`src/pkg/sdi_defs.vh`:
```
// constants for the serial diagnostic interface: frame layout, register map, reset values, timing
// Functional notes
// - supply overvoltage sets the supply-over flag and halts gate switching
// - supply undervoltage sets the supply-under flag and halts the device
// - diagnostic write or off mode clears the latched error flags
// - clearing a flag never releases the halted fault state
// - every serial access is checked; an illegal command sets the command-error flag
// - overtemperature sets its flag and halts the device
// - gate supply not good within start-up error time sets fault and halts
// - gate outputs toggle only while gate supply good is set
// - gate supply leaving window after settle, while in range, clears good and halts
// - output window flags change only after the filter time has passed
// - select is active low; serial output floats while select is high
// - input sampled on falling clock edge, output shifted on rising edge
// - frame: bit 15 read/write, bits 14:8 address, bits 7:0 data
// - reply: diagnostic byte high, read data or newly written data low
// - first command after off mode returns all zeros
// - a transaction runs from select falling to select rising
// - any multiple of 16 clocks is accepted for daisy chains
// - a read ignores the data byte and changes nothing
// - clock count not a multiple of 16 drops the write and flags an error
// - illegal accesses modify nothing; next reply carries zero data
// - 128 byte registers; control below 0x40, diagnostics from 0x40
// - diagnostic register at 0x5F with its eight flags
// - configuration registers are writable only in configuration mode
`ifndef SDI_DEFS_VH
`define SDI_DEFS_VH
// ==========================================================
// frame layout
`define SDI_RW_BIT 15
`define SDI_ADDR_HI 14
`define SDI_ADDR_LO 8
`define SDI_DATA_HI 7
`define SDI_CNT_W 4
// ==========================================================
// register map, one bit per address
`define SDI_ADDR_DIAG 7'h5F
`define SDI_CTRL_MAP 128'h0000_0000_0000_0000_0001_8060_1200_01FB
`define SDI_CFG_MAP 128'h0000_0000_0000_0000_0000_0000_0C3F_FE04
`define SDI_RO_MAP 128'h0000_0000_8000_0066_0000_0000_0000_0000
// ==========================================================
// reset values
`define SDI_DIAG_RST 8'h00
`define SDI_SYNC_RST 10'h200
// ==========================================================
// timing; cycle counts are the times at the clock rate, sized to their counters
`define SDI_CLK_MHZ 20
`define SDI_FLT_TIME_NS 10000
`define SDI_FLT_CYC 8'hC8
`define SDI_GATE_SETTLE_TIME_US 1000
`define SDI_GATE_SETTLE_CYC 16'h4E20
`define SDI_GATE_ERR_TIME_US 2000
`define SDI_GATE_ERR_CYC 16'h9C40
`endif

```
`src/core/sdi_top.v`:
```
// serial target interface with diagnostic flag logic
`timescale 1ns/1ns
`include "sdi_defs.vh"

module sdi_top #(
    parameter [15:0] GATE_SETTLE_CYC = `SDI_GATE_SETTLE_CYC,
    parameter [15:0] GATE_ERR_CYC = `SDI_GATE_ERR_CYC
) (
    // clock and reset
    input wire clk_in,
    input wire rst_b_in,
    // serial link
    input wire select_n_in,
    input wire sclk_in,
    input wire sdi_in,
    output wire sdo_out,
    output wire sdo_oe_b_out,
    // raw monitor conditions
    input wire supply_over_in,
    input wire supply_under_in,
    input wire overtemp_in,
    input wire gate_supply_in_window_in,
    input wire gate_supply_in_range_in,
    input wire output_one_raw_in,
    input wire output_two_raw_in,
    // device mode
    input wire off_mode_in,
    input wire config_mode_in,
    // register store
    output wire reg_wr_out,
    output wire [6:0] reg_addr_out,
    output wire [7:0] reg_wdata_out,
    input wire [7:0] reg_rdata_in,
    // status
    output wire halted_out,
    output wire gate_supply_good_out,
    output wire gate_drive_enable_out,
    output wire output_one_in_window_out,
    output wire output_two_in_window_out,
    output wire [7:0] diagnostic_flags_out
);

    localparam [7:0] FLT_CYC = `SDI_FLT_CYC;
    localparam [15:0] ONE16 = 16'h0001;
    // timer counts are in clk_in cycles, so they scale with its rate

    // ==========================================================
    // address decode
    function map_hit;
        input [127:0] map;
        input [6:0] addr;
        begin
            map_hit = map[addr];
        end
    endfunction

    // ==========================================================
    // input synchronisers
    // the serial and monitor pin inputs share one two-stage vector so they keep their relative timing
    reg [9:0] sync1_q;
    reg [9:0] sync2_q;
    reg cs_prev_q;
    reg sclk_prev_q;

    always @(posedge clk_in or negedge rst_b_in) begin
        if (!rst_b_in) begin
            sync1_q <= `SDI_SYNC_RST;
            sync2_q <= `SDI_SYNC_RST;
            cs_prev_q <= 1'b1;
            sclk_prev_q <= 1'b0;
        end else begin
            sync1_q <= {select_n_in, sclk_in, sdi_in, supply_over_in, supply_under_in, overtemp_in,
                        gate_supply_in_window_in, gate_supply_in_range_in, output_one_raw_in,
                        output_two_raw_in};
            sync2_q <= sync1_q;
            cs_prev_q <= sync2_q[9];
            sclk_prev_q <= sync2_q[8];
        end
    end

    // every synchronised pin event reaches the logic two clocks late
    wire cs_n = sync2_q[9];
    wire sclk = sync2_q[8];
    wire sdi = sync2_q[7];
    wire raw_ov = sync2_q[6];
    wire raw_uv = sync2_q[5];
    wire raw_ot = sync2_q[4];
    wire raw_gwin = sync2_q[3];
    wire raw_grange = sync2_q[2];
    wire [1:0] raw_win = sync2_q[1:0];

    // serial clock edges count only while select is seen low
    wire cs_fall = cs_prev_q & ~cs_n;
    wire cs_rise = ~cs_prev_q & cs_n;
    wire sclk_rise = ~sclk_prev_q & sclk & ~cs_n;
    wire sclk_fall = sclk_prev_q & ~sclk & ~cs_n;

    // ==========================================================
    // diagnostic flags and state
    // latched error flags
    reg ov_q;
    reg uv_q;
    reg ot_q;
    reg err_q;
    reg gfault_q;

    // gate supply and halt state
    reg ggood_q;
    reg halted_q;
    reg good_seen_q;
    reg [15:0] gt_q;

    // window filters and first-reply marker
    reg [1:0] win_q;
    reg [15:0] fcnt_q;
    reg first_q;

    wire [7:0] diag = {win_q[1], win_q[0], ggood_q, ot_q, uv_q, ov_q, err_q, gfault_q};

    // ==========================================================
    // serial shifter
    // one register both samples and drives, so a chained neighbour sees our input sixteen clocks later in the same frame
    reg [15:0] sh_q;
    reg [`SDI_CNT_W-1:0] cnt_q;
    reg seen_q;
    reg sdo_q;
    reg [7:0] resp_q;
    reg resp_diag_q;

    // a read of the diagnostic address returns the live flags, not a snapshot
    wire [7:0] reply_data = resp_diag_q ? diag : resp_q;
    wire [15:0] reply = first_q ? 16'h0000 : {diag, reply_data};

    always @(posedge clk_in or negedge rst_b_in) begin
        if (!rst_b_in) begin
            sh_q <= 16'h0000;
            cnt_q <= {`SDI_CNT_W{1'b0}};
            seen_q <= 1'b0;
            sdo_q <= 1'b0;
        end else if (cs_fall) begin
            sh_q <= reply;
            sdo_q <= reply[15];
            cnt_q <= {`SDI_CNT_W{1'b0}};
            seen_q <= 1'b0;
        end else if (sclk_rise) begin
            sdo_q <= sh_q[15];
        end else if (sclk_fall) begin
            sh_q <= {sh_q[14:0], sdi};
            cnt_q <= cnt_q + {{(`SDI_CNT_W-1){1'b0}}, 1'b1};
            seen_q <= 1'b1;
        end
    end

    assign sdo_out = sdo_q;
    assign sdo_oe_b_out = cs_n;

    // ==========================================================
    // command execution, one cycle after select rises
    reg exec_q;
    reg len_ok_q;
    reg [15:0] cmd_q;

    always @(posedge clk_in or negedge rst_b_in) begin
        if (!rst_b_in) begin
            exec_q <= 1'b0;
            len_ok_q <= 1'b0;
            cmd_q <= 16'h0000;
        end else begin
            exec_q <= cs_rise;
            if (cs_rise) begin
                cmd_q <= sh_q;
                len_ok_q <= seen_q & (cnt_q == {`SDI_CNT_W{1'b0}});
            end
        end
    end

    // config mode is read in the execute cycle, so it may change during the frame
    wire is_read = cmd_q[`SDI_RW_BIT];
    wire [6:0] addr = cmd_q[`SDI_ADDR_HI:`SDI_ADDR_LO];
    wire is_diag = (addr == `SDI_ADDR_DIAG);

    // address classes
    wire hit_ctrl = map_hit(`SDI_CTRL_MAP, addr);
    wire hit_cfg = map_hit(`SDI_CFG_MAP, addr);
    wire hit_ro = map_hit(`SDI_RO_MAP, addr);
    wire rd_ok = hit_ctrl | hit_cfg | hit_ro;
    wire wr_ok = hit_ctrl | (hit_cfg & config_mode_in) | is_diag;
    wire legal = len_ok_q & (is_read ? rd_ok : wr_ok);
    wire cmd_err = exec_q & ~legal;
    wire diag_wr = exec_q & legal & ~is_read & is_diag;

    assign reg_wr_out = exec_q & legal & ~is_read & ~is_diag;
    assign reg_addr_out = addr;
    assign reg_wdata_out = cmd_q[`SDI_DATA_HI:0];

    always @(posedge clk_in or negedge rst_b_in) begin
        if (!rst_b_in) begin
            resp_q <= 8'h00;
            resp_diag_q <= 1'b0;
        end else if (exec_q) begin
            if (!legal) begin
                resp_q <= 8'h00;
                resp_diag_q <= 1'b0;
            end else if (is_diag) begin
                resp_q <= 8'h00;
                resp_diag_q <= 1'b1;
            end else begin
                resp_q <= is_read ? reg_rdata_in : cmd_q[`SDI_DATA_HI:0];
                resp_diag_q <= 1'b0;
            end
        end
    end

    // ==========================================================
    // gate supply supervision
    wire clr = diag_wr | off_mode_in;
    wire settled = (gt_q >= GATE_SETTLE_CYC);
    wire gate_err_evt = ~off_mode_in & (gt_q == GATE_ERR_CYC - ONE16) & ~good_seen_q & ~raw_gwin;
    wire gate_lost_evt = ~off_mode_in & settled & ggood_q & ~raw_gwin & raw_grange;
    wire fault_evt = raw_ov | raw_uv | raw_ot | gate_err_evt | gate_lost_evt;

    always @(posedge clk_in or negedge rst_b_in) begin
        if (!rst_b_in) begin
            gt_q <= 16'h0000;
            good_seen_q <= 1'b0;
            ggood_q <= 1'b0;
        end else begin
            // the timer saturates at the error time, so the fault fires once per start
            if (off_mode_in) begin
                gt_q <= 16'h0000;
            end else if (gt_q != GATE_ERR_CYC) begin
                gt_q <= gt_q + ONE16;
            end
            good_seen_q <= ~off_mode_in & (good_seen_q | raw_gwin);
            // a halt of any cause drops good, which also stops the gates
            ggood_q <= ~off_mode_in & ~halted_q & ~gate_lost_evt & raw_gwin;
        end
    end

    assign gate_drive_enable_out = ggood_q & ~halted_q;

    // ==========================================================
    // latched flags; a set in the clearing cycle wins
    always @(posedge clk_in or negedge rst_b_in) begin
        if (!rst_b_in) begin
            ov_q <= 1'b0;
            uv_q <= 1'b0;
            ot_q <= 1'b0;
            err_q <= 1'b0;
            gfault_q <= 1'b0;
            halted_q <= 1'b0;
            first_q <= 1'b1;
        end else begin
            ov_q <= (ov_q & ~clr) | raw_ov;
            uv_q <= (uv_q & ~clr) | raw_uv;
            ot_q <= (ot_q & ~clr) | raw_ot;
            err_q <= (err_q & ~clr) | cmd_err;
            gfault_q <= (gfault_q & ~clr) | gate_err_evt;
            // only off mode ends the halt, flag clearing does not
            halted_q <= (halted_q & ~off_mode_in) | fault_evt;
            // off mode is a level: every cycle spent in it restarts the first-reply rule
            if (off_mode_in) begin
                first_q <= 1'b1;
            end else if (cs_fall) begin
                first_q <= 1'b0;
            end
        end
    end

    // ==========================================================
    // output window filters
    // a glitch shorter than the filter restarts the count, so fast ripple never toggles a flag
    integer i;

    always @(posedge clk_in or negedge rst_b_in) begin
        if (!rst_b_in) begin
            win_q <= 2'b00;
            fcnt_q <= 16'h0000;
        end else begin
            for (i = 0; i < 2; i = i + 1) begin
                if (raw_win[i] == win_q[i]) begin
                    fcnt_q[i*8 +: 8] <= 8'h00;
                end else if (fcnt_q[i*8 +: 8] == FLT_CYC) begin
                    win_q[i] <= raw_win[i];
                    fcnt_q[i*8 +: 8] <= 8'h00;
                end else begin
                    fcnt_q[i*8 +: 8] <= fcnt_q[i*8 +: 8] + 8'h01;
                end
            end
        end
    end

    // ==========================================================
    // status outputs
    // window flags also sit in the top two bits of the diagnostic byte
    assign halted_out = halted_q;
    assign gate_supply_good_out = ggood_q;
    assign output_one_in_window_out = win_q[1];
    assign output_two_in_window_out = win_q[0];
    assign diagnostic_flags_out = diag;

endmodule

```
`config.mk`:
```
export PLATFORM = sky130hd
export DESIGN_NAME = sdi_top
export DESIGN_NICKNAME = d
export VERILOG_FILES = /design/src/core/sdi_top.v
export VERILOG_INCLUDE_DIRS = /design/src /design/src/pkg
export SDC_FILE = /design/constraint.sdc
export NUM_CORES = 1
export LEC_CHECK = 0
export ABC_CLOCK_PERIOD_IN_PS = 2000
export BUFFER_PORTS_ARGS = -buffer_cell sky130_fd_sc_hd__buf_2
export CAP_MARGIN = 15
export CORE_AREA = 3 3 120 122
export CTS_CLUSTER_SIZE = 30
export DETAILED_ROUTE_END_ITERATION = 10
export DIE_AREA = 0 0 123 125
export GPL_TIMING_DRIVEN = 0
export HOLD_SLACK_MARGIN = 0.06
export PLACE_DENSITY = 0.7
export SLEW_MARGIN = 20
export SYNTH_ARGS = -nofsm -noshare
export SYNTH_HDL_FRONTEND = slang
export SYNTH_SLANG_ARGS = --single-unit
```
`constraint.sdc`:
```
create_clock -name clk_in -period 2 [get_ports clk_in]
set_clock_uncertainty 0.1 [all_clocks]
set_input_delay 0.3 -clock clk_in [delete_from_list [all_inputs] [get_ports clk_in]]
set_output_delay 0.3 -clock clk_in [all_outputs]
set_load 0.01 [all_outputs]
```
# Yosys cells after proc, flatten, opt, wreduce, memory -nomap -nowiden
# Memories as Yosys holds them, arrays and structs flattened.
# Cells that the tools add are included.
totals:
  ff_bits: 114
  latchBits: 0
  ram_bits: 0
  mem_bits_ro: 384
  inputBits: 22
  output_inout_bits: 31
  elab_cells: 144
  mem_count: 3
memory_table:
  columns: ["name", "depth", "width", "read_ports", "rd_ports_with_merged_regs", "wr", "line_no", "source"]
  rows:
  - ["(name not given)", 128, 1, 1, 0, 0, "sdi_top.v:53", "map_hit = map[addr];"]
  - ["(name not given)", 128, 1, 1, 0, 0, "sdi_top.v:53", null]
  - ["(name not given)", 128, 1, 1, 0, 0, "sdi_top.v:53", null]
op_classes:
  n_addsub: 4
  mul: 0
  div: 0
  n_lt_le_gt_ge: 2
  eq_ne: 8
  n_shift: 0
  muxes: 30
  n_bitwise: 63
  n_reduce_logical: 8
op_table:
  columns: ["operator", "n"]
  rows:
  - ["16-bit two-way mux", 6]
  - ["8-bit two-way mux", 8]
  - ["1-bit bitwise AND", 32]
  - ["16-bit by 1-bit adder with 16-bit output (second input constant)", 1]
  - ["8-bit by 1-bit adder with 8-bit output (second input constant)", 2]
  - ["16-bit == test (second input constant)", 1]
  - ["8-bit == test (second input constant)", 2]
  - ["16-bit by 15-bit greater-or-equal comparator with 1-bit output (second input constant)", 1]
  - ["16-bit inequality test (second input constant)", 1]
  - ["1-bit bitwise OR", 16]
  - ["1-bit NOT", 15]
  - ["1-bit two-way mux", 13]
  - ["4-bit two-way mux", 3]
  - ["7-bit by 8-bit < comparator with 1-bit output (second input constant)", 1]
  - ["2-bit nonzero test", 4]
  - ["7-bit == test (second input constant)", 1]
  - ["2-bit AND reduction", 3]
  - ["4-bit by 1-bit adder with 4-bit output (second input constant)", 1]
  - ["4-bit logical NOT", 1]
  - ["1-bit == test", 2]
  - ["2-bit inequality test (second input constant)", 1]

# Logic depth before layout (Yosys ltp)
logic_depth:
  word_depth: 14
  ltp_mapped: 7
  depth_no_buf: 6

# Worst setup path after synthesis
# Ideal clock, no wire load.
synth_path:
  path_kind: "register to output"
  startpoint: "register cmd_q[9]"
  endpoint: "output reg_wr_out"
  arrival_ns: 1.937
  required_ns: 1.600
  path_slack_ns: -0.337
  stages_incl_launch_ff: 8
  n_path_buf: 1
  path_cell_list: "dfrtp_1 -> inv_1 -> ha_1 -> nor4bb_1 -> nand2_1 -> o2111a_1 -> clkbuf_1 -> nor4_1"
synth_via:
  elab_chain_len: 10
  elab_cells_between_ends: 18
  classes_between: "eq/ne (1); mux (4); bitwise (10); memory (3)"
synth_rtl:
  columns: ["item", "line_no", "source"]
  rows:
  - ["start, declared", "sdi_top.v:161", "reg [15:0] cmd_q;"]
  - ["start signal, assigned", "sdi_top.v:171", "cmd_q <= sh_q;"]
  - ["memory read 128 x 1 bit", null, null]
  - ["1-bit two-way mux (not written as such)", "sdi_top.v:53", null]
  - ["1-bit bitwise AND", "sdi_top.v:187", "wire wr_ok = hit_ctrl | (hit_cfg & config_mode_in) | is_diag;"]
  - ["1-bit bitwise OR (2 in series)", "sdi_top.v:187", null]
  - ["1-bit two-way mux", "sdi_top.v:188", "wire legal = len_ok_q & (is_read ? rd_ok : wr_ok);"]
  - ["1-bit bitwise AND", "sdi_top.v:188", null]
  - ["1-bit bitwise AND (2 in series)", "sdi_top.v:192", "assign reg_wr_out = exec_q & legal & ~is_read & ~is_diag;"]
  - ["1-bit bitwise AND (*)", "sdi_top.v:192", null]
  - ["end, declared", "sdi_top.v:30", "output wire reg_wr_out,"]
# Mark *: on every way between the ends. The rest lies on a longest branch, timed or not. The select of a mux whose other input is x is not followed.

# Worst setup path after layout
layout_path:
  startpoint: "register cmd_q[8]"
  endpoint: "output reg_wr_out"
# The elaborated chain is that of the path after synthesis.

==> metrics.txt <==
Async SR Flop Fraction=100%; Max-Cap Viols=0; status=complete, but fails checks; Fmax achieved=0.405 GHz; net count after synthesis=517; share of cells above drive strength 1=31.8%; synthesized flop and latch total=114; Critical Path End Type=output port; synth warn=0; Final setup viols=2; Slew @ Worst Pin=0.788 ns; Num CTS Buffers=17; Die Y=125 µm; Startpoint Class=flip-flop; Detailed Routing Iterations Pass 1=8; largest family of logic cells by synthesized area=simple AND/OR/NAND/NOR gates; register area share after synthesis=53.7%; Starting Density=40.1%; Reg2Reg Depth=14; via count=4001; multiplexer share of the synthesized area=7.19%; largest net degree at the start of global routing=72; CTS H-tree depth=4; critical path data arrival time=2.07 ns; leakage=0.00328 µW; Remaining DRCs=0; simple-gate share of the synthesized area=14.5%; IO Pins=53; peak supply drop=0.594 mV; # rows=42; RR Endpoint=err_q; R2R Setup Slk=-0.36 ns; Final Slew Violations=0; Skew-Pair Late Insertion Delay=0.41 ns; Fin. Hold Viols=0; Post-Syn Area per Cell=11.0 µm²; number of routed nets with antenna violations=0; Synth Area in Compound Gates=9.94%; most common cell after layout, fill and taps aside=dfrtp_1; CTS tree=done; prevailing post-synth register cell=dfrtp_1; synth-to-layout area growth=31.0%; Post-Syn Instances=483; routability cong.=0.851; Root Buffer Master=clkbuf_16; RSZ-0062 raised after global routing=true; Slew headroom=47.5%; Adder-Cell Fraction of Synth Area=2.82%; hpwl dp=8.11 mm; CP required=1.60 ns; All-Layer GR Usage=17.0%; Critical Path Start=cmd_q[8]; failing checks=setup timing; commonest cells after routing, fill and taps aside=dfrtp_1, buf_2, inv_1; core footprint=13300 µm²; routed len/inst=15.8 µm; antenna cells=0; Endpoint, Worst Hold=first_q; gr ovfl total=0; setup_tns=-0.833 ns; vias in the first global route=4130; Cell Pwr Density=951 nW/µm²; antenna violations before repair=0; XOR/XNOR share of the synthesized area=4.44%; DIE WIDTH=123 µm; Post-Syn Area=5330 µm²; worst r2r src=cmd_q[8]; DR vias/cell=5.21; startpoint of the worst hold path=off_mode_in; Worst-path clk slew=0.05 ns; Synth cell types=56; worst hold stages=3; setup ws final=-0.472 ns; final period utilization=124%; total chip power=6630 µW; Max FO, Critical Path=4; DRT iter0 DRCs=318; CTS max path bufs=2; HP Class=in2reg; Nets=614; first-pass GRT wire length=20.4 mm; Port Buffers=52; critical path class=reg2out; # fillers=1110; Sink Count=114; final wirelength=12.1 mm; Final Critical Period=2.47 ns; die area=15400 µm²; Post-synth EDFFs=0
-- Yosys cell counts, types with 4 or more instances --
cell type  count  area share, %
nor2_1        35            2.5
nand2_1       15            1.1
clkbuf_1      13           0.92
nor2b_1        5           0.59
inv_1         39            2.7
nor4_1         4           0.47
mux2_2        26            5.5
mux2i_1        9            1.7
nand4_1        9            1.1
dfrtp_1      110             52
xnor2_1        6           0.99
xor2_1        21            3.5
a222oi_1       7            1.3
dfstp_2        4            2.0
o32ai_1        8            1.3
nand3_1       30            2.8
and3_1         7           0.82
ha_1          12            2.8
a21oi_1       10           0.94
buf_2          4           0.38
nor3_1         4           0.38
o21ai_0       15            1.4
nand2b_1       9            1.1
a22oi_1        8            1.1
buf_4         23            3.2
-- worst max-delay path: stages (launching register included) --
cell and delay (ns):
dfrtp_1 0.43, ha_1 0.23, and4_1 0.19, a21boi_2 0.16
buf_4 0.14, nand2_1 0.08, nor4_4 0.27, buf_2 0.17
-- repair_timing --
item                                    CTS  global route
hold buffers                             11             0
resized for setup                        26            15
buffers inserted                         17             4
endpoints found under the setup margin   28            47
pin swaps                                 5             9
hold endpoints to repair                 53             0
-- area by class of cell --
| cell class | count | area (µm²) | share of cell area (%) |
|---|---|---|---|
| multi-input combinational | 289 | 2250 | 32.3 |
| clock inverter | 9 | 200 | 2.87 |
| tap | 176 | 220 | 3.16 |
| inverter | 39 | 146 | 2.10 |
| sequential | 114 | 2860 | 41.0 |
| clock buffer | 22 | 484 | 6.94 |
| buffer | 39 | 251 | 3.61 |
| timing repair buffer | 80 | 559 | 8.02 |
-- cells by family (layout without fill, tap and decap cells) --
family,count (synthesis),after routing
and+or+nand+nor,142,142
DFF,114,114
buffers and inverters,80,189
AOI/OAI and AO/OA,73,73
muxes,35,35
xor gates and xnor gates,27,27
adders and majority gates,12,12
-- where the power goes --
group | internal [µW] | leakage, µW | switching (µW)
Combinational | 285 | 0.00146 | 329
Clock | 2460 | 0.000328 | 1010
Sequential | 2430 | 0.00149 | 126
Total | 5170 | 0.00328 | 1460
-- metrics by stage --
stage / cells / hold WS, ns / util (%) / worst slack (ns) / area [µm²]
detailed placement: 712 / 0.155 / 44.3 / -0.332 / 5880
global route: 768 / 0.153 / 52.5 / -0.629 / 6980
global placement: 711 / 0.235 / 44.0 / -0.753 / 5850
finish: 768 / 0.161 / 52.5 / -0.472 / 6980
floorplan: 483 / -0.0956 / - / 0.0285 / 5370
CTS: 766 / 0.133 / 51.9 / -0.498 / 6900
-- routing by layer --
layer	track usage [%]	vias to the layer above	part of all wire [%]
li1	-	1894	-
met1	22.8	1965	45
met2	26.0	126	48
met3	5.33	16	6.3
met4	6.19	0	1.4
met5	0	-	0
-- state kept, by name (all words and copies together), names as in the netlist, 2 cells and up --
signal	count
resp_q	8
cmd_q	16
sync1_q	10
cnt_q	4
win_q	2
fcnt_q	16
gt_q	16
sh_q	16
sync2_q	10
-- worst max-delay path by stage --
stage | slack, ns | endpoint
3_3_place_gp | -0.75 | cmd_q[4]
4_1_cts | -0.50 | reg_wr_out
3_5_place_dp | -0.33 | reg_wr_out
6_report | -0.47 | reg_wr_out
2_1_floorplan | 0.03 | reg_wr_out
5_1_grt | -0.63 | reg_wr_out
Power figures use the tool's default switching activity.
